## src/hdl/hdc_regs.vh

```
// register offsets, field positions, reset values and scaling constants for the config bank
`ifndef HDC_REGS_VH
`define HDC_REGS_VH

// ****************************************************************
// register offsets (byte addresses on the serial register port)
// ****************************************************************
`define HDC_OFS_CONV_HI      8'h0f
`define HDC_OFS_CONV_LO      8'h10
`define HDC_OFS_IMP_HI       8'h11
`define HDC_OFS_IMP_LO       8'h12
`define HDC_OFS_FEATURE      8'h13
`define HDC_OFS_MEM_BRAKE    8'h14
`define HDC_OFS_HEADROOM     8'h15
`define HDC_OFS_CAL_UPD      8'h16
`define HDC_OFS_LIMITS       8'h17
`define HDC_OFS_TRK_KP_HI    8'h1c

// ****************************************************************
// reset values (unassigned bits are zero)
// ****************************************************************
`define HDC_RST_CONV_HI      8'h01
`define HDC_RST_CONV_LO      8'h0d
`define HDC_RST_FEATURE      8'h1e
`define HDC_RST_MEM_BRAKE    8'h01
`define HDC_RST_HEADROOM     8'h03
`define HDC_RST_CAL_UPD      8'h40
`define HDC_RST_LIMITS       8'h81
`define HDC_RST_TRK_KP_HI    8'h0e

// ****************************************************************
// writable-bit masks per register
// ****************************************************************
`define HDC_MSK_FEATURE      8'hbf
`define HDC_MSK_MEM_BRAKE    8'h1f
`define HDC_MSK_HEADROOM     8'h0f
`define HDC_MSK_CAL_UPD      8'hc0

// ****************************************************************
// field positions
// ****************************************************************
`define HDC_BIT_AUTO_CLEAR   7
`define HDC_BIT_ACT_KIND     5
`define HDC_BIT_LOOP_EN      4
`define HDC_BIT_TRACK_EN     3
`define HDC_BIT_ACCEL_EN     2
`define HDC_BIT_BRAKE_EN     1
`define HDC_BIT_AMP_EN       0
`define HDC_BIT_MEM_SIGNED   4
`define HDC_BIT_CONV_FREEZE  7
`define HDC_BIT_PLAY_CAL_DIS 6

// ****************************************************************
// scaling: headroom step 187.5 mV held in tenths of mV
// ****************************************************************
`define HDC_HEADROOM_STEP    16'h0753
// brake step: 6.66 percent, as 6.66/100 * 256 ~ 17 per code in 1/256 of full scale
`define HDC_BRAKE_STEP       8'h11

`endif

```

## src/hdl/hdc_field_reg.v

```verilog
// one byte-wide writable configuration register with masked bits
`timescale 1ns/1ps
`default_nettype none

module hdc_field_reg #(
	parameter [7:0] RESET_VAL = 8'h00,   // value after reset
	parameter [7:0] WR_MASK   = 8'hff    // bits that exist
) (
	input  wire       core_clk,          // system clock
	input  wire       rst,               // synchronous reset
	input  wire       wr_en,             // write strobe for this register
	input  wire [7:0] wr_data,           // write data
	output reg  [7:0] value_q            // stored value
);

	// unassigned bits never leave zero, so readback needs no extra masking
	always @(posedge core_clk) begin
		if (rst) begin
			value_q <= RESET_VAL & WR_MASK;
		end else if (wr_en) begin
			value_q <= wr_data & WR_MASK;
		end
	end

endmodule // hdc_field_reg

`default_nettype wire

```

## src/hdl/hdc_config_bank.v

```verilog
// configuration and calibration register bank of the haptic drive
// Functional notes
// - 16-bit conversion factor in two bytes
// - impedance readback is read-only, 8+2 bits
// - auto clear bit self-clears fault flags
// - actuator kind: 0 linear, 1 rotating mass
// - loop computation enable selects standard operation
// - tracking enable ignored for rotating mass
// - active acceleration enable, resets enabled
// - rapid stop enable, resets enabled
// - amplitude loop enable, resets disabled
// - memory samples signed or unsigned per bit
// - pwm full brake below code threshold
// - clamp drive to supply minus headroom
// - freeze stops automatic conversion updates
// - playback calibration disable blocks updates while a playback is running
// - frequency locked below four times limit
// - back-emf fault below selected threshold
// - tracking gain upper byte register 0x1c
`timescale 1ns/1ps
`default_nettype none
`include "hdc_regs.vh"

module hdc_config_bank (
	input  wire        core_clk,               // 100 MHz system clock
	input  wire        rst,                    // synchronous reset, active high
	// ****************************************************************
	// register port from the serial slave
	// ****************************************************************
	input  wire        reg_wr,                 // one-cycle write strobe
	input  wire        reg_rd,                 // one-cycle read strobe
	input  wire [7:0]  reg_addr,               // register byte offset
	input  wire [7:0]  reg_wdata,              // write data
	output reg  [7:0]  reg_rdata_q,            // read data, valid cycle after reg_rd
	// ****************************************************************
	// calibration engine side
	// ****************************************************************
	input  wire        cal_upd_valid,          // engine offers a new conversion factor
	input  wire [15:0] cal_upd_factor,         // offered factor
	input  wire        playback_active,        // a playback is running
	input  wire        imp_valid,              // new impedance measurement
	input  wire [9:0]  imp_measured,           // {high 8, low 2} in 62.5 mohm steps
	// ****************************************************************
	// datapath observations
	// ****************************************************************
	input  wire [15:0] target_mv10,            // target drive, tenths of mV
	input  wire [15:0] supply_mv10,            // supply, tenths of mV
	input  wire [7:0]  pwm_level,              // pwm input duty, 1/256 of full scale
	input  wire [7:0]  track_error,            // frequency tracking error magnitude
	input  wire [1:0]  bemf_level_code,        // sensed back-emf vs 4.9/27.9/49.9 mV marks
	input  wire        fault_clear,            // host clears latched faults
	// ****************************************************************
	// configuration outputs
	// ****************************************************************
	output reg  [15:0] drive_conversion_factor_q,
	output reg         drive_erm_q,            // 1 = rotating mass target
	output reg         loop_computation_enable_q,
	output reg         tracking_active_q,      // tracking enabled and linear actuator
	output reg         accel_enable_q,
	output reg         rapid_stop_enable_q,
	output reg         amplitude_loop_enable_q,
	output reg         mem_signed_q,           // 1 = signed samples
	output reg         pwm_full_brake_q,       // apply full brake
	output reg  [15:0] drive_limited_mv10_q,   // clamped target
	output reg         drive_clamped_event_q,  // latched clamp fault
	output reg         freq_locked_q,          // gain scaling allowed
	output reg         backemf_fault_q,        // latched back-emf fault
	output reg  [7:0]  tracking_prop_gain_upper_q
);

	// ****************************************************************
	// address decode
	// ****************************************************************
	wire wr_feature = reg_wr && (reg_addr == `HDC_OFS_FEATURE);   // feature write
	wire wr_mem     = reg_wr && (reg_addr == `HDC_OFS_MEM_BRAKE); // memory/brake write
	wire wr_head    = reg_wr && (reg_addr == `HDC_OFS_HEADROOM);  // headroom write
	wire wr_cal     = reg_wr && (reg_addr == `HDC_OFS_CAL_UPD);   // calibration cfg write
	wire wr_lim     = reg_wr && (reg_addr == `HDC_OFS_LIMITS);    // limits write
	wire wr_kp      = reg_wr && (reg_addr == `HDC_OFS_TRK_KP_HI); // gain write

	wire [7:0] feature_q;     // feature config
	wire [7:0] mem_brake_q;   // memory/brake config
	wire [7:0] headroom_q;    // headroom config
	wire [7:0] cal_upd_q;     // calibration update config
	wire [7:0] limits_q;      // lock and fault limits
	wire [7:0] kp_hi_q;       // tracking gain upper byte

	// ****************************************************************
	// plain configuration registers
	// ****************************************************************
	hdc_field_reg #(.RESET_VAL(`HDC_RST_FEATURE), .WR_MASK(`HDC_MSK_FEATURE)) u_feature (
		.core_clk (core_clk),
		.rst      (rst),
		.wr_en    (wr_feature),
		.wr_data  (reg_wdata),
		.value_q  (feature_q)
	);
	hdc_field_reg #(.RESET_VAL(`HDC_RST_MEM_BRAKE), .WR_MASK(`HDC_MSK_MEM_BRAKE)) u_mem (
		.core_clk (core_clk),
		.rst      (rst),
		.wr_en    (wr_mem),
		.wr_data  (reg_wdata),
		.value_q  (mem_brake_q)
	);
	hdc_field_reg #(.RESET_VAL(`HDC_RST_HEADROOM), .WR_MASK(`HDC_MSK_HEADROOM)) u_head (
		.core_clk (core_clk),
		.rst      (rst),
		.wr_en    (wr_head),
		.wr_data  (reg_wdata),
		.value_q  (headroom_q)
	);
	hdc_field_reg #(.RESET_VAL(`HDC_RST_CAL_UPD), .WR_MASK(`HDC_MSK_CAL_UPD)) u_cal (
		.core_clk (core_clk),
		.rst      (rst),
		.wr_en    (wr_cal),
		.wr_data  (reg_wdata),
		.value_q  (cal_upd_q)
	);
	hdc_field_reg #(.RESET_VAL(`HDC_RST_LIMITS), .WR_MASK(8'hff)) u_lim (
		.core_clk (core_clk),
		.rst      (rst),
		.wr_en    (wr_lim),
		.wr_data  (reg_wdata),
		.value_q  (limits_q)
	);
	hdc_field_reg #(.RESET_VAL(`HDC_RST_TRK_KP_HI), .WR_MASK(8'hff)) u_kp (
		.core_clk (core_clk),
		.rst      (rst),
		.wr_en    (wr_kp),
		.wr_data  (reg_wdata),
		.value_q  (kp_hi_q)
	);

	// ****************************************************************
	// conversion factor: host writes, engine updates unless frozen or blocked during playback
	// ****************************************************************
	reg  [7:0] conv_hi_q;   // factor high byte
	reg  [7:0] conv_lo_q;   // factor low byte
	// auto update is blocked by freeze, or by the playback disable while playing
	wire cal_allow = !cal_upd_q[`HDC_BIT_CONV_FREEZE] &&
	                 !(cal_upd_q[`HDC_BIT_PLAY_CAL_DIS] && playback_active);

	// host write takes priority over an engine update in the same cycle
	always @(posedge core_clk) begin
		if (rst) begin
			conv_hi_q <= `HDC_RST_CONV_HI;
			conv_lo_q <= `HDC_RST_CONV_LO;
		end else begin
			if (cal_upd_valid && cal_allow) begin
				conv_hi_q <= cal_upd_factor[15:8];
				conv_lo_q <= cal_upd_factor[7:0];
			end
			if (reg_wr && reg_addr == `HDC_OFS_CONV_HI) begin
				conv_hi_q <= reg_wdata;
			end
			if (reg_wr && reg_addr == `HDC_OFS_CONV_LO) begin
				conv_lo_q <= reg_wdata;
			end
		end
	end

	// ****************************************************************
	// impedance readback, hardware written only
	// ****************************************************************
	reg  [9:0] imp_q;   // {high, low} impedance code

	// writes from the host are not decoded here, so it stays read-only
	always @(posedge core_clk) begin
		if (rst) begin
			imp_q <= 10'h000;
		end else if (imp_valid) begin
			imp_q <= imp_measured;
		end
	end

	// ****************************************************************
	// derived thresholds
	// ****************************************************************
	wire [15:0] headroom_mv10 = {12'h000, headroom_q[3:0]} * `HDC_HEADROOM_STEP;
	wire [15:0] drive_ceiling = (supply_mv10 > headroom_mv10) ?
	                            (supply_mv10 - headroom_mv10) : 16'h0000;
	wire        over_ceiling  = target_mv10 > drive_ceiling;
	wire [11:0] brake_thr     = {8'h00, mem_brake_q[3:0]} * {4'h0, `HDC_BRAKE_STEP};
	wire        brake_now     = (mem_brake_q[3:0] != 4'h0) &&
	                            ({4'h0, pwm_level} < brake_thr);
	wire        lock_now      = track_error < {limits_q[7:2], 2'b00};
	// bemf code counts how many marks the signal clears; below selected mark is a fault
	wire        bemf_low      = (limits_q[1:0] != 2'b00) &&
	                            (bemf_level_code < limits_q[1:0]);
	wire        auto_clear    = feature_q[`HDC_BIT_AUTO_CLEAR];

	// ****************************************************************
	// registered outputs and fault flags
	// ****************************************************************
	// a fault source still present wins over a clear in the same cycle
	always @(posedge core_clk) begin
		if (rst) begin
			drive_conversion_factor_q  <= {`HDC_RST_CONV_HI, `HDC_RST_CONV_LO};
			drive_erm_q                <= 1'b0;
			loop_computation_enable_q  <= 1'b1;
			tracking_active_q          <= 1'b1;
			accel_enable_q             <= 1'b1;
			rapid_stop_enable_q        <= 1'b1;
			amplitude_loop_enable_q    <= 1'b0;
			mem_signed_q               <= 1'b0;
			pwm_full_brake_q           <= 1'b0;
			drive_limited_mv10_q       <= 16'h0000;
			drive_clamped_event_q      <= 1'b0;
			freq_locked_q              <= 1'b0;
			backemf_fault_q            <= 1'b0;
			tracking_prop_gain_upper_q <= `HDC_RST_TRK_KP_HI;
		end else begin
			drive_conversion_factor_q  <= {conv_hi_q, conv_lo_q};
			drive_erm_q                <= feature_q[`HDC_BIT_ACT_KIND];
			loop_computation_enable_q  <= feature_q[`HDC_BIT_LOOP_EN];
			tracking_active_q          <= feature_q[`HDC_BIT_TRACK_EN] &&
			                              !feature_q[`HDC_BIT_ACT_KIND];
			accel_enable_q             <= feature_q[`HDC_BIT_ACCEL_EN];
			rapid_stop_enable_q        <= feature_q[`HDC_BIT_BRAKE_EN];
			amplitude_loop_enable_q    <= feature_q[`HDC_BIT_AMP_EN];
			mem_signed_q               <= mem_brake_q[`HDC_BIT_MEM_SIGNED];
			pwm_full_brake_q           <= brake_now;
			drive_limited_mv10_q       <= over_ceiling ? drive_ceiling : target_mv10;
			freq_locked_q              <= lock_now;
			tracking_prop_gain_upper_q <= kp_hi_q;
			// latched faults: auto clear drops them once the cause is gone
			if (over_ceiling) begin
				drive_clamped_event_q <= 1'b1;
			end else if (auto_clear || fault_clear) begin
				drive_clamped_event_q <= 1'b0;
			end
			if (bemf_low) begin
				backemf_fault_q <= 1'b1;
			end else if (auto_clear || fault_clear) begin
				backemf_fault_q <= 1'b0;
			end
		end
	end

	// ****************************************************************
	// read mux, one cycle latency; unmapped reads return zero
	// ****************************************************************
	always @(posedge core_clk) begin
		if (rst) begin
			reg_rdata_q <= 8'h00;
		end else if (reg_rd) begin
			case (reg_addr)
				`HDC_OFS_CONV_HI:   reg_rdata_q <= conv_hi_q;
				`HDC_OFS_CONV_LO:   reg_rdata_q <= conv_lo_q;
				`HDC_OFS_IMP_HI:    reg_rdata_q <= imp_q[9:2];
				`HDC_OFS_IMP_LO:    reg_rdata_q <= {6'h00, imp_q[1:0]};
				`HDC_OFS_FEATURE:   reg_rdata_q <= feature_q;
				`HDC_OFS_MEM_BRAKE: reg_rdata_q <= mem_brake_q;
				`HDC_OFS_HEADROOM:  reg_rdata_q <= headroom_q;
				`HDC_OFS_CAL_UPD:   reg_rdata_q <= cal_upd_q;
				`HDC_OFS_LIMITS:    reg_rdata_q <= limits_q;
				`HDC_OFS_TRK_KP_HI: reg_rdata_q <= kp_hi_q;
				default:            reg_rdata_q <= 8'h00;
			endcase
		end
	end

endmodule // hdc_config_bank

`default_nettype wire

```

## config.mk

```make
export PLATFORM = sky130hd
export DESIGN_NAME = hdc_config_bank
export DESIGN_NICKNAME = d
export VERILOG_FILES = /design/src/hdl/hdc_field_reg.v /design/src/hdl/hdc_config_bank.v
export VERILOG_INCLUDE_DIRS = /design/src /design/src/hdl
export SDC_FILE = /design/constraint.sdc
export NUM_CORES = 1
export LEC_CHECK = 0
export ABC_AREA = 1
export BUFFER_PORTS_ARGS = -buffer_cell sky130_fd_sc_hd__buf_4
export CAP_MARGIN = 20
export CORE_ASPECT_RATIO = 2
export CORE_MARGIN = 5
export CORE_UTILIZATION = 39
export CTS_CLUSTER_DIAMETER = 150
export CTS_CLUSTER_SIZE = 16
export DETAILED_ROUTE_END_ITERATION = 12
export GPL_ROUTABILITY_DRIVEN = 0
export PLACE_DENSITY_LB_ADDON = 0.25
export RECOVER_POWER = 100
export SYNTH_ARGS = -nofsm -noshare
export SYNTH_HDL_FRONTEND = slang
export SYNTH_HIERARCHICAL = 1
export SYNTH_SLANG_ARGS = --single-unit
```

## constraint.sdc

```tcl
create_clock -name core_clk -period 6.3 [get_ports core_clk]
set_input_delay 0.63 -clock core_clk [delete_from_list [all_inputs] [get_ports core_clk]]
set_output_delay 0.63 -clock core_clk [all_outputs]
set_load 0.02 [all_outputs]
```

* Yosys cells after proc, flatten, opt, wreduce, memory -nomap -nowiden
Index checks and enable logic that the tools add are counted.
Storage, ports and cells: ROM bits 0, output and inout port bits 59, RAM bits 0, flip-flop bits (word level) 119, word-level logic and storage cells 76, input port bits 100, latch bits 0, memories 0
Cells by class: add/sub/neg operators 1, shifts and indexed selects 0, reductions and logical operators 24, multiplexer cells 10, bitwise logic cells 0, order comparisons 5, multiply operators 2, equality and inequality tests 10, div/mod/pow operators 0
Operators by type and width (number):
- 8-bit case mux with 10 select lines | 1
- 8-bit by 5-bit == test with 1-bit output (second input constant) | 9
- 16-bit two-way mux | 2
- 8-bit two-way mux | 4
- 16-bit by 15-bit > comparator with 1-bit output | 1
- 16-bit > comparator | 1
- 16-bit by 15-bit subtractor with 16-bit output | 1
- 4-bit by 11-bit multiplier with 15-bit output (second input constant) | 1
- 1-bit logical AND | 14
- 2-bit nonzero test | 5
- 8-bit by 9-bit < comparator with 1-bit output | 1
- 4-bit by 5-bit multiplier with 9-bit output (second input constant) | 1
- 8-bit by 4-bit == test with 1-bit output (second input constant) | 1
- 8-bit < comparator | 1
- 4-bit nonzero test | 1
- 1-bit logical NOT | 3
- 1-bit two-way mux | 3
- 2-bit < comparator | 1
- 1-bit logical OR | 1

* Logic depth before layout (Yosys ltp)
Gate-level depths: netlist of the first run.
depth in word-level cells 6, gate-level depth with buffers 35, depth with buffers taken out 34

* Cells and area by module
The synthesis of the first run kept the hierarchy.
Modules (own cells, without submodules):
- hdc_config_bank | instances 1, cells an instance 990, area an instance 6500.0 µm², seq. area each 1701.6 µm²
- hdc_field_reg (u_lim) | instances 1, cells an instance 47, area an instance 316.6 µm², seq. area each 160.2 µm²
- hdc_field_reg (u_kp) | instances 1, cells an instance 45, area an instance 310.3 µm², seq. area each 160.2 µm²
- hdc_field_reg (u_feature) | instances 1, cells an instance 39, area an instance 291.5 µm², seq. area each 140.1 µm²
- hdc_field_reg (u_mem) | instances 1, cells an instance 35, area an instance 242.7 µm², seq. area each 100.1 µm²
- hdc_field_reg (u_head) | instances 1, cells an instance 27, area an instance 183.9 µm², seq. area each 80.1 µm²
- hdc_field_reg (u_cal) | instances 1, cells an instance 19, area an instance 127.6 µm², seq. area each 40.0 µm²

* Worst setup path after synthesis of the first run
Ideal clock, no wire load.
kind reg-to-reg, start register u_head.value_q[1], end register drive_limited_mv10_q[6], cell stages (with the launch flop) 33, library setup time 119 ps, data arrival time 4660 ps, path buffers 2, clock period less this slack 4779 ps, required time 6181 ps, setup slack 1521 ps, cell sequence dfxtp_1 > inv_1 > fa_1 > inv_1 > ha_1 > ha_1 > inv_1 > nor3_1 > nand3_1 > nand3_1 > xnor2_1 > ha_1 > nand2_2 > nor3_2 > and2_4 > nand2_4 > nand2_4 > nand2_4 > buf_12 > nor2_4 > inv_1 > ha_1 > nand2_1 > inv_1 > nand2_1 > nand2_1 > a21oi_1 > nand3_1 > nand2_1 > clkbuf_1 > nand2_1 > nand2_1 > a21oi_2
On the way: longest elaborated chain between the ends 5
Ends and longest elaborated chain:
- start, declared | RTL line hdc_field_reg.v:13 | output reg [7:0] value_q
- start signal, assigned | RTL line hdc_field_reg.v:19 | value_q <= RESET_VAL & WR_MASK;
- start signal, assigned | RTL line hdc_field_reg.v:21 | value_q <= wr_data & WR_MASK;
- 4-bit by 11-bit multiplier with 15-bit output (no source line) (*)
- 16-bit by 15-bit subtractor with 16-bit output / 16-bit by 15-bit > comparator with 1-bit output (equally long branches) | RTL line hdc_config_bank.v:181, hdc_config_bank.v:180
- 16-bit two-way mux (*) | RTL line hdc_config_bank.v:180 | wire [15:0] drive_ceiling = (supply_mv10 > headroom_mv10) ?
- 16-bit > comparator | RTL line hdc_config_bank.v:182 | wire over_ceiling = target_mv10 > drive_ceiling;
- 16-bit two-way mux (*) | RTL line hdc_config_bank.v:223 | drive_limited_mv10_q <= over_ceiling ? drive_ceiling : target_mv10;
- end signal, assigned | RTL line hdc_config_bank.v:223
- end, declared | RTL line hdc_config_bank.v:64 | output reg [15:0] drive_limited_mv10_q,
Every way passes the cells marked *; elsewhere a longest branch is shown, timed or not. A chain may end at the register's enable or synchronous reset.

* Final worst setup path of the first run
start register u_head.value_q[2], end register drive_limited_mv10_q[15]
The elaborated chain is that of the path after synthesis.

==> results of run 1 <==
final timing paths:
| check | startpoint | to | slack [ns] | cells after the start |
|---|---|---|---|---|
| worst min register to register | conv_hi_q[0] | drive_conversion_factor_q[8] | 0.44 | 2 |
| worst min-delay path | conv_hi_q[0] | drive_conversion_factor_q[8] | 0.44 | 2 |
| worst max-delay path | u_head/value_q[2] | drive_limited_mv10_q[15] | 0.70 | 27 |
| worst max register to register | u_head/value_q[2] | drive_limited_mv10_q[15] | 0.70 | 27 |
cell usage after synthesis (all sizes together), types with 11 or more instances:
library cell  number
a21oi             58
buf               31
dfxtp            119
ha                69
inv              203
nand2            315
nand3            101
nand4             16
nor2             161
nor3              11
o21ai             44
or2               11
report_power, final:
part | leakage, nW | switching, mW | internal, mW
sequential | 0.972 | 0.0128 | 0.785
clock | 0.291 | 0.412 | 0.568
combinational | 3.59 | 0.231 | 0.133
total | 4.85 | 0.656 | 1.49
metal layers:
| layer | share of wire | vias to the layer above | GRT usage |
|---|---|---|---|
| li1 | - | 4025 | - |
| met1 | 0.34 | 3465 | 0.1807 |
| met2 | 0.57 | 207 | 0.4188 |
| met3 | 0.035 | 65 | 0.03760 |
| met4 | 0.051 | 0 | 0.1159 |
| met5 | 0 | - | 0 |
sequential cells by signal, indices dropped and copies added (netlist names), 2 cells and up:
register,count
drive_conversion_factor_q,16
drive_limited_mv10_q,16
imp_q,10
conv_hi_q,8
conv_lo_q,8
reg_rdata_q,8
tracking_prop_gain_upper_q,8
u_kp/value_q,8
u_lim/value_q,8
u_feature/value_q,7
u_mem/value_q,5
u_head/value_q,4
u_cal/value_q,2
cell families (layout without fill, tap and decap cells):
group | Yosys count | after routing | share of synthesized area
AOI/OAI and AO/OA | 116 | 116 | 0.07988
DFF | 119 | 119 | 0.2988
and+or+nand+nor | 627 | 627 | 0.3520
xor gates and xnor gates | 20 | 20 | 0.02197
other | 4 | 14 | 0.001883
adders and majority gates | 72 | 72 | 0.1158
buffers and inverters | 244 | 396 | 0.1296
area by class of cell:
type,instances,area share
well taps,266,0.03450
clock inverters,15,0.01842
multi-input cells,849,0.4751
repair buffers,161,0.1019
inverters,203,0.07899
clock buffers,17,0.04410
flip-flops and latches,119,0.2470
tightest hold or removal path: cells and delay by family, from the launching register on:
family        cells  cell delay [ns]
flops             1             0.31
simple gates      1             0.06
buf+inv           1             0.06
per-stage QoR:
step,cells,hold slack [ns],area (sq um),total power [mW],util
final,1630,0.4402,9647,2.142,0.4758
after global routing,1630,0.4522,9647,2.246,0.4758
after CTS,1630,0.4429,9891,2.186,0.4878
after detailed placement,1598,0.4345,9288,1.203,0.4580
after global placement,1598,0.4305,9288,1.198,0.4580
after floorplan,1212,0.4003,8010,1.053,-
==> results.py, run 1 <==
metrics = {
    "cts": {
        "cts_resized": 0,
        "htree_num_levels": 4,
        "clockBufferDepth": 2,
        "cts_setup_buffers": 0,
        "cts_buffers": 17,
        "clock-sinks": 119,
        "clk-insertion-delay-late_ns": 0.42,
        "path_clk_slew_ns": 0.07,
        "cts-root-buf": "clkbuf_16",
        "cts_tree": "yes",
        "ctsHoldBuffers": 0,
    },
    "timing": {
        "skew_ns": 0.01045,
        "rsz0062_at_grt": "false",
        "setup-tns-final_ns": 0,
        "slew_violations": 56,
        "period_minus_slack_ns": 5.599,
        "post-route-period-util": 0.8888,
        "tightest_slew_ns": 2.469,
        "relSlewSlack": -0.6458,
        "setup_viol": 0,
        "timing.final.ws_setup_ns": 0.7008,
        "fmax_ghz": 0.1786,
        "hold_viol": 0,
    },
    "critical_path": {
        "cpLargestDelayFamily": "simple AND/OR/NAND/NOR gates",
        "required_ns": 6.59,
        "cp.buffers_inverters": 4,
        "worstPathMaxFanout": 13,
        "setup.worst_path.end_class": "register",
        "critPathKind": "reg2reg",
        "critPathArrivalTime_ns": 5.89,
        "critPathSlowestCell": "dfxtp_1",
        "critical_path.max_stage_delay_ns": 0.55,
        "cp-start-kind": "register",
    },
    "placement": {
        "hpwl_mm": 19.70,
        "io_buffers": 156,
        "pre_cts_ws_ns": 0.6430,
    },
    "outcome": {
        "violations": "capacitance limit, slew limit",
        "status": "complete, but fails checks",
    },
    "die": {
        "start_util": 0.3932,
        "chipWidth_um": 111.1,
        "die-area_sq_um": 23580,
        "rows": 74,
        "boundaryPins": 159,
        "core_area_sq_um": 20280,
        "die_h_um": 212.2,
    },
    "finish": {
        "multi_input_area_sq_um": 4583,
        "fill_cells": 2172,
        "nNetsFinal": 1523,
        "areaGrowthSynthToFinish_pct": 21.00,
        "mostFrequentLayoutCell": "nand2_1",
        "seq_area_sq_um": 2382,
        "drive_gt1_frac": 0.1488,
        "diodes": 0,
        "layout_common_cells": "nand2_1 (301), inv_1 (191), nor2_1 (133)",
    },
    "min_path": {
        "hold_class": "reg2reg",
    },
    "global_route": {
        "grt_max_degree": 57,
        "grt_usage": 0.2040,
        "grt_pass1_vias": 7733,
        "antenna_found_initial": 0,
        "grt_overflow_total": 0,
        "grt_pass1_wl_mm": 37.75,
    },
    "routing": {
        "via_count": 7762,
        "drt_iter0_drc": 294,
        "drc": 0,
        "wl_per_cell_um": 14.85,
        "viasPerCell": 4.762,
        "ant_nets": 0,
        "routed_wl_mm": 24.20,
        "dr.pass1.iters": 5,
    },
    "synthesis": {
        "ys_warn_count": 6,
        "synth-seq-cells": 119,
        "syn-mean-instance-area_sq_um": 6.633,
        "ys_top_cells_by_area": "dfxtp_1 (30%), nand2_1 (14%), ha_1 (11%), inv_1 (9.0%), nor2_1 (6.3%)",
        "synth_top_cell_area_share": 0.2988,
        "ys_seq_area_frac": 0.2988,
        "syn_inst": 1202,
        "yosysUniqueCellTypes": 44,
        "ys.flop_type": "dfxtp_1",
        "synth_edf_count": 0,
        "syn_area_sq_um": 7973,
        "async_flop_share": 0,
        "synth_area_leader_cell": "dfxtp_1",
    },
    "power": {
        "power_density_nw_per_um2": 222.1,
        "ir_drop_uv": 146.9,
        "p_leak_nw": 4.851,
    },
    "job": {
        "cap_violations": 1,
    },
}
(Power assumes the default switching activity.)
==> run 2: changes to the inputs <==
CTS_CLUSTER_SIZE = default   (was 16)
GPL_TIMING_DRIVEN = 0   (was default)
==> results.py, run 2 (same netlist as run 1, synthesis figures left out) <==
metrics = {
    "timing": {
        "fmax_ghz": 0.1752,
        "period_minus_slack_ns": 5.707,
        "tightest_slew_ns": 0.8714,
        "relSlewSlack": 0.4129,
        "post-route-period-util": 0.9059,
        "slew_violations": 0,
        "timing.final.ws_setup_ns": 0.5926,
        "skew_ns": 0.01037,
        "setup-tns-final_ns": 0,
        "setup_viol": 0,
        "rsz0062_at_grt": "false",
        "hold_viol": 0,
    },
    "critical_path": {
        "rrSetupSlack_ns": 0.59,
        "critical_path.max_stage_delay_ns": 0.54,
        "critPathSlowestCell": "dfxtp_1",
        "reg2reg_from": "u_head/value_q[2]",
        "required_ns": 6.60,
        "worstPathMaxFanout": 10,
        "critPathArrivalTime_ns": 6.00,
        "critPathKind": "reg2reg",
        "setup.worst_path.end_class": "register",
        "cp-start-kind": "register",
        "r2r-end": "drive_limited_mv10_q[7]",
        "rr_worst_depth": 28,
    },
    "finish": {
        "nNetsFinal": 1558,
        "areaGrowthSynthToFinish_pct": 22.91,
        "layout_common_cells": "nand2_1 (301), inv_1 (191), nor2_1 (138)",
        "mostFrequentLayoutCell": "nand2_1",
        "largestRegisters": "drive_conversion_factor_q x16, drive_limited_mv10_q x16, imp_q x10",
        "drive_gt1_frac": 0.1508,
        "fill_cells": 2166,
    },
    "routing": {
        "routed_wl_mm": 25.43,
        "dr.pass1.iters": 7,
        "drc": 0,
        "ant_nets": 0,
        "wl_per_cell_um": 15.26,
        "via_count": 8026,
        "viasPerCell": 4.818,
        "drt_iter0_drc": 249,
    },
    "global_route": {
        "grt_pass1_wl_mm": 39.09,
        "grt_usage": 0.2130,
        "grt_overflow_total": 0,
        "grt_pass1_vias": 7967,
        "grt_max_degree": 17,
        "antenna_found_initial": 1,
    },
    "cts": {
        "cts_tree": "yes",
        "cts_buffers": 17,
        "cts_setup_buffers": 0,
        "path_clk_slew_ns": 0.06,
        "clk-insertion-delay-late_ns": 0.42,
        "htree_num_levels": 4,
        "cts-root-buf": "clkbuf_16",
        "clock-sinks": 119,
        "clockBufferDepth": 2,
    },
    "min_path": {
        "whs_path_depth": 2,
        "holdPathEnd": "tracking_prop_gain_upper_q[4]",
        "min-delay-start": "u_kp/value_q[4]",
        "hold_class": "reg2reg",
    },
    "die": {
        "boundaryPins": 159,
        "die-area_sq_um": 23580,
        "core_area_sq_um": 20280,
        "rows": 74,
        "chipWidth_um": 111.1,
        "start_util": 0.3932,
        "die_h_um": 212.2,
    },
    "power": {
        "power_density_nw_per_um2": 219.3,
        "ir_drop_uv": 145.7,
        "p_leak_nw": 4.978,
    },
    "placement": {
        "io_buffers": 155,
        "pre_cts_ws_ns": 0.5256,
        "hpwl_mm": 21.16,
    },
    "outcome": {
        "status": "complete, no violations",
    },
    "job": {
        "cap_violations": 0,
    },
}
==> run 2: changes by cell type in the layout (fill, tap and decap cells not counted), sizes merged, moves of 3 or more <==
cell / change
clkbuf: +23
buf: +13
inv: -4
clkinv: +3
==> run 2: power by group <==
group / internal [mW] / switching (mW)
Clock: 0.594 / 0.379
Combinational: 0.140 / 0.238
Sequential: 0.786 / 0.0130
Total: 1.52 / 0.629
==> run 2: area by class of cell <==
class	count	area (sq um)	share of cell area
Sequential cell	119	2382	0.2431
Timing Repair Buffer	155	934.6	0.09538
Buffer	41	239.0	0.02439
Clock inverter	14	165.2	0.01685
Inverter	203	762.0	0.07776
Antenna cell	1	2.502	0.0002554
Multi-Input combinational cell	849	4552	0.4645
Clock buffer	18	429.2	0.04379
Tap cell	266	332.8	0.03396
==> run 2: how the worst max path moves through the flow <==
stage	from	to	slack (ns)	cells past startpoint
3_3_place_gp	u_head/value_q[2]	drive_limited_mv10_q[13]	0.58	29
5_1_grt	u_head/value_q[1]	drive_limited_mv10_q[0]	0.07	29
2_1_floorplan	u_head/value_q[1]	drive_limited_mv10_q[6]	1.52	32
4_1_cts	u_head/value_q[2]	drive_limited_mv10_q[7]	0.51	28
6_report	u_head/value_q[2]	drive_limited_mv10_q[7]	0.59	28
3_5_place_dp	u_head/value_q[2]	drive_limited_mv10_q[7]	0.53	28
==> run 2: routing by layer <==
layer | vias to the layer above | routed length, um | global-route usage
met4 | 0 | 1712 | 0.1445
met5 | - | 0 | 0
met1 | 3612 | 8590 | 0.1853
met2 | 245 | 14180 | 0.4318
met3 | 73 | 940 | 0.03617
li1 | 4096 | - | -
==> run 2: metrics by stage <==
stage	cell area, sq um	utilization	instances	total power [mW]	hold slack [ns]
after global routing	9799	0.4833	1666	2.249	0.4695
final	9799	0.4833	1666	2.149	0.4454
after global placement	9507	0.4688	1633	1.213	0.4358
after detailed placement	9507	0.4688	1633	1.218	0.4372
after CTS	10100	0.4981	1665	2.198	0.4382
after floorplan	8010	-	1212	1.053	0.4003
==> run 2: what timing repair did <==
action                     CTS  global route
hold endpoints to repair     0             0
hold buffers                 0             0
gates resized for setup      0             2
setup endpoints to repair    0             4
==> run 2: worst max-delay path, delay by kind of cell, from the launching register on <==
family	cells	cell delay, ns
DFF	1	0.54
buffers and inverters	5	0.70
and+or+nand+nor	12	1.66
AOI/OAI and AO/OA	5	0.98
adders and majority gates	5	1.53
xor gates and xnor gates	1	0.19
==> run 3: changes to the inputs <==
CORE_MARGIN = 2   (was 5)
==> results.py, run 3 (same netlist as run 1, synthesis figures left out) <==
metrics = {
    "power": {
        "power_frac_comb": 0.177,
        "p_int_mw": 1.485,
        "ir_drop_uv": 175.4,
        "sequentialPowerShare": 0.373,
        "swShare": 0.3050,
        "switchingPower_mw": 0.6519,
        "p_leak_nw": 4.961,
        "pwr-share-clk": 0.449,
        "power_density_nw_per_um2": 217.9,
    },
    "global_route": {
        "grt_max_degree": 17,
        "grt_pass1_wl_mm": 38.76,
        "grt_overflow_total": 0,
        "grt_usage": 0.2346,
        "antenna_found_initial": 0,
        "grt_pass1_vias": 7915,
    },
    "timing": {
        "relSlewSlack": 0.4907,
        "setup-tns-final_ns": 0,
        "rsz0062_at_grt": "false",
        "tightest_slew_ns": 0.7581,
        "hold_viol": 0,
        "skew_ns": 0.01380,
        "fmax_ghz": 0.1766,
        "setup_viol": 0,
        "post-route-period-util": 0.8988,
        "slew_violations": 0,
        "period_minus_slack_ns": 5.662,
    },
    "finish": {
        "nNetsFinal": 1558,
        "fill_cells": 2139,
        "drive_gt1_frac": 0.1551,
        "layout_common_cells": "nand2_1 (300), inv_1 (191), nor2_1 (137)",
        "diodes": 0,
        "final_util": 0.4838,
        "largestRegisters": "drive_conversion_factor_q x16, drive_limited_mv10_q x16, imp_q x10",
        "areaGrowthSynthToFinish_pct": 23.04,
        "mostFrequentLayoutCell": "nand2_1",
    },
    "cts": {
        "cts_buffers": 17,
        "cts_tree": "yes",
        "cts_resized": 0,
        "clock-sinks": 119,
        "cts-root-buf": "clkbuf_16",
        "cts_setup_buffers": 0,
        "path_clk_slew_ns": 0.06,
        "clk-insertion-delay-late_ns": 0.42,
        "htree_num_levels": 4,
        "ctsHoldBuffers": 0,
        "clockBufferDepth": 2,
    },
    "die": {
        "boundaryPins": 159,
        "core_area_sq_um": 20280,
        "start_util": 0.3932,
        "rows": 74,
        "chipWidth_um": 105.1,
        "die_h_um": 206.2,
        "die-area_sq_um": 21670,
    },
    "routing": {
        "routed_wl_mm": 24.98,
        "wl_per_cell_um": 15.00,
        "drt_iter0_drc": 349,
        "viasPerCell": 4.783,
        "via_count": 7964,
        "dr.pass1.iters": 5,
        "drc": 0,
        "ant_nets": 0,
    },
    "placement": {
        "io_buffers": 155,
        "hpwl_mm": 20.72,
    },
    "job": {
        "cap_violations": 0,
    },
    "critical_path": {
        "required_ns": 6.60,
        "worstPathMaxFanout": 10,
        "critical_path.max_stage_delay_ns": 0.57,
        "critPathArrivalTime_ns": 5.97,
        "cpLargestDelayFamily": "adder cells",
        "cp-start-kind": "register",
        "cpMostUsedCell": "nand2_1",
        "critPathKind": "reg2reg",
        "setup.worst_path.end_class": "register",
        "cp.buffers_inverters": 5,
        "critPathSlowestCell": "fa_1",
    },
    "min_path": {
        "hold_class": "reg2reg",
    },
    "outcome": {
        "status": "complete, no violations",
    },
}
-- run 3: cell types whose count changed in the layout (fill, tap and decap cells not counted), sizes merged --
| cell | previous run | this run |
|---|---|---|
| clkinvlp | 1 | 2 |
| inv | 209 | 212 |
| diode | 1 | 0 |
| clkinv | 5 | 3 |
| buf | 114 | 113 |
| bufinv | 2 | 1 |
-- run 3: power by group through the flow --
stage               clock (mW)  sequential (mW)  combinational [mW]
finish                   0.960            0.798               0.379
global route              1.01            0.801               0.422
CTS                      0.977            0.799               0.402
detailed placement           0            0.816               0.400
global placement             0            0.815               0.397
floorplan                    0            0.839               0.213
-- run 3: through the flow --
stage / power [mW] / std cells / hold WS, ns / setup slack, ns / instance area [sq um]
after floorplan: 1.053 / 1212 / 0.4003 / 1.521 / 8010
after global placement: 1.212 / 1633 / 0.4394 / 0.5414 / 9507
after global routing: 2.234 / 1665 / 0.4746 / 0.07178 / 9809
after detailed placement: 1.216 / 1633 / 0.4411 / 0.4963 / 9507
final: 2.137 / 1665 / 0.4494 / 0.6377 / 9809
after CTS: 2.177 / 1665 / 0.4385 / 0.4812 / 10090
-- run 3: worst min-delay path, stage by stage (launching register included) --
cell and delay [ns]:
dfxtp_1 0.33, inv_1 0.05, nor2_1 0.03
-- run 3: final timing paths --
check / from / endpoint / slack (ns) / depth (start not counted)
hold / removal: u_kp/value_q[0] / tracking_prop_gain_upper_q[0] / 0.45 / 2
setup reg to reg: u_head/value_q[1] / drive_limited_mv10_q[0] / 0.64 / 28
hold reg to reg: u_kp/value_q[0] / tracking_prop_gain_upper_q[0] / 0.45 / 2
setup / recovery: u_head/value_q[1] / drive_limited_mv10_q[0] / 0.64 / 28
-- run 3: cell type report --
class                      count  area (sq um)  share of cell area
clock inverter                15         156.4             0.01594
buffer                        41         235.2             0.02398
multi-input combinational    849          4578              0.4667
clock buffer                  17         425.4             0.04337
sequential                   119          2385              0.2431
tap                          266         332.8             0.03393
timing repair buffer         155         934.6             0.09528
inverter                     203         762.0             0.07768
-- run 3: layer usage --
layer,wire length (um),share of wire,global-route usage
met1,8377,0.34,0.2058
met2,13830,0.55,0.4689
met3,1001,0.040,0.03595
met4,1772,0.071,0.1710
met5,0,0,0
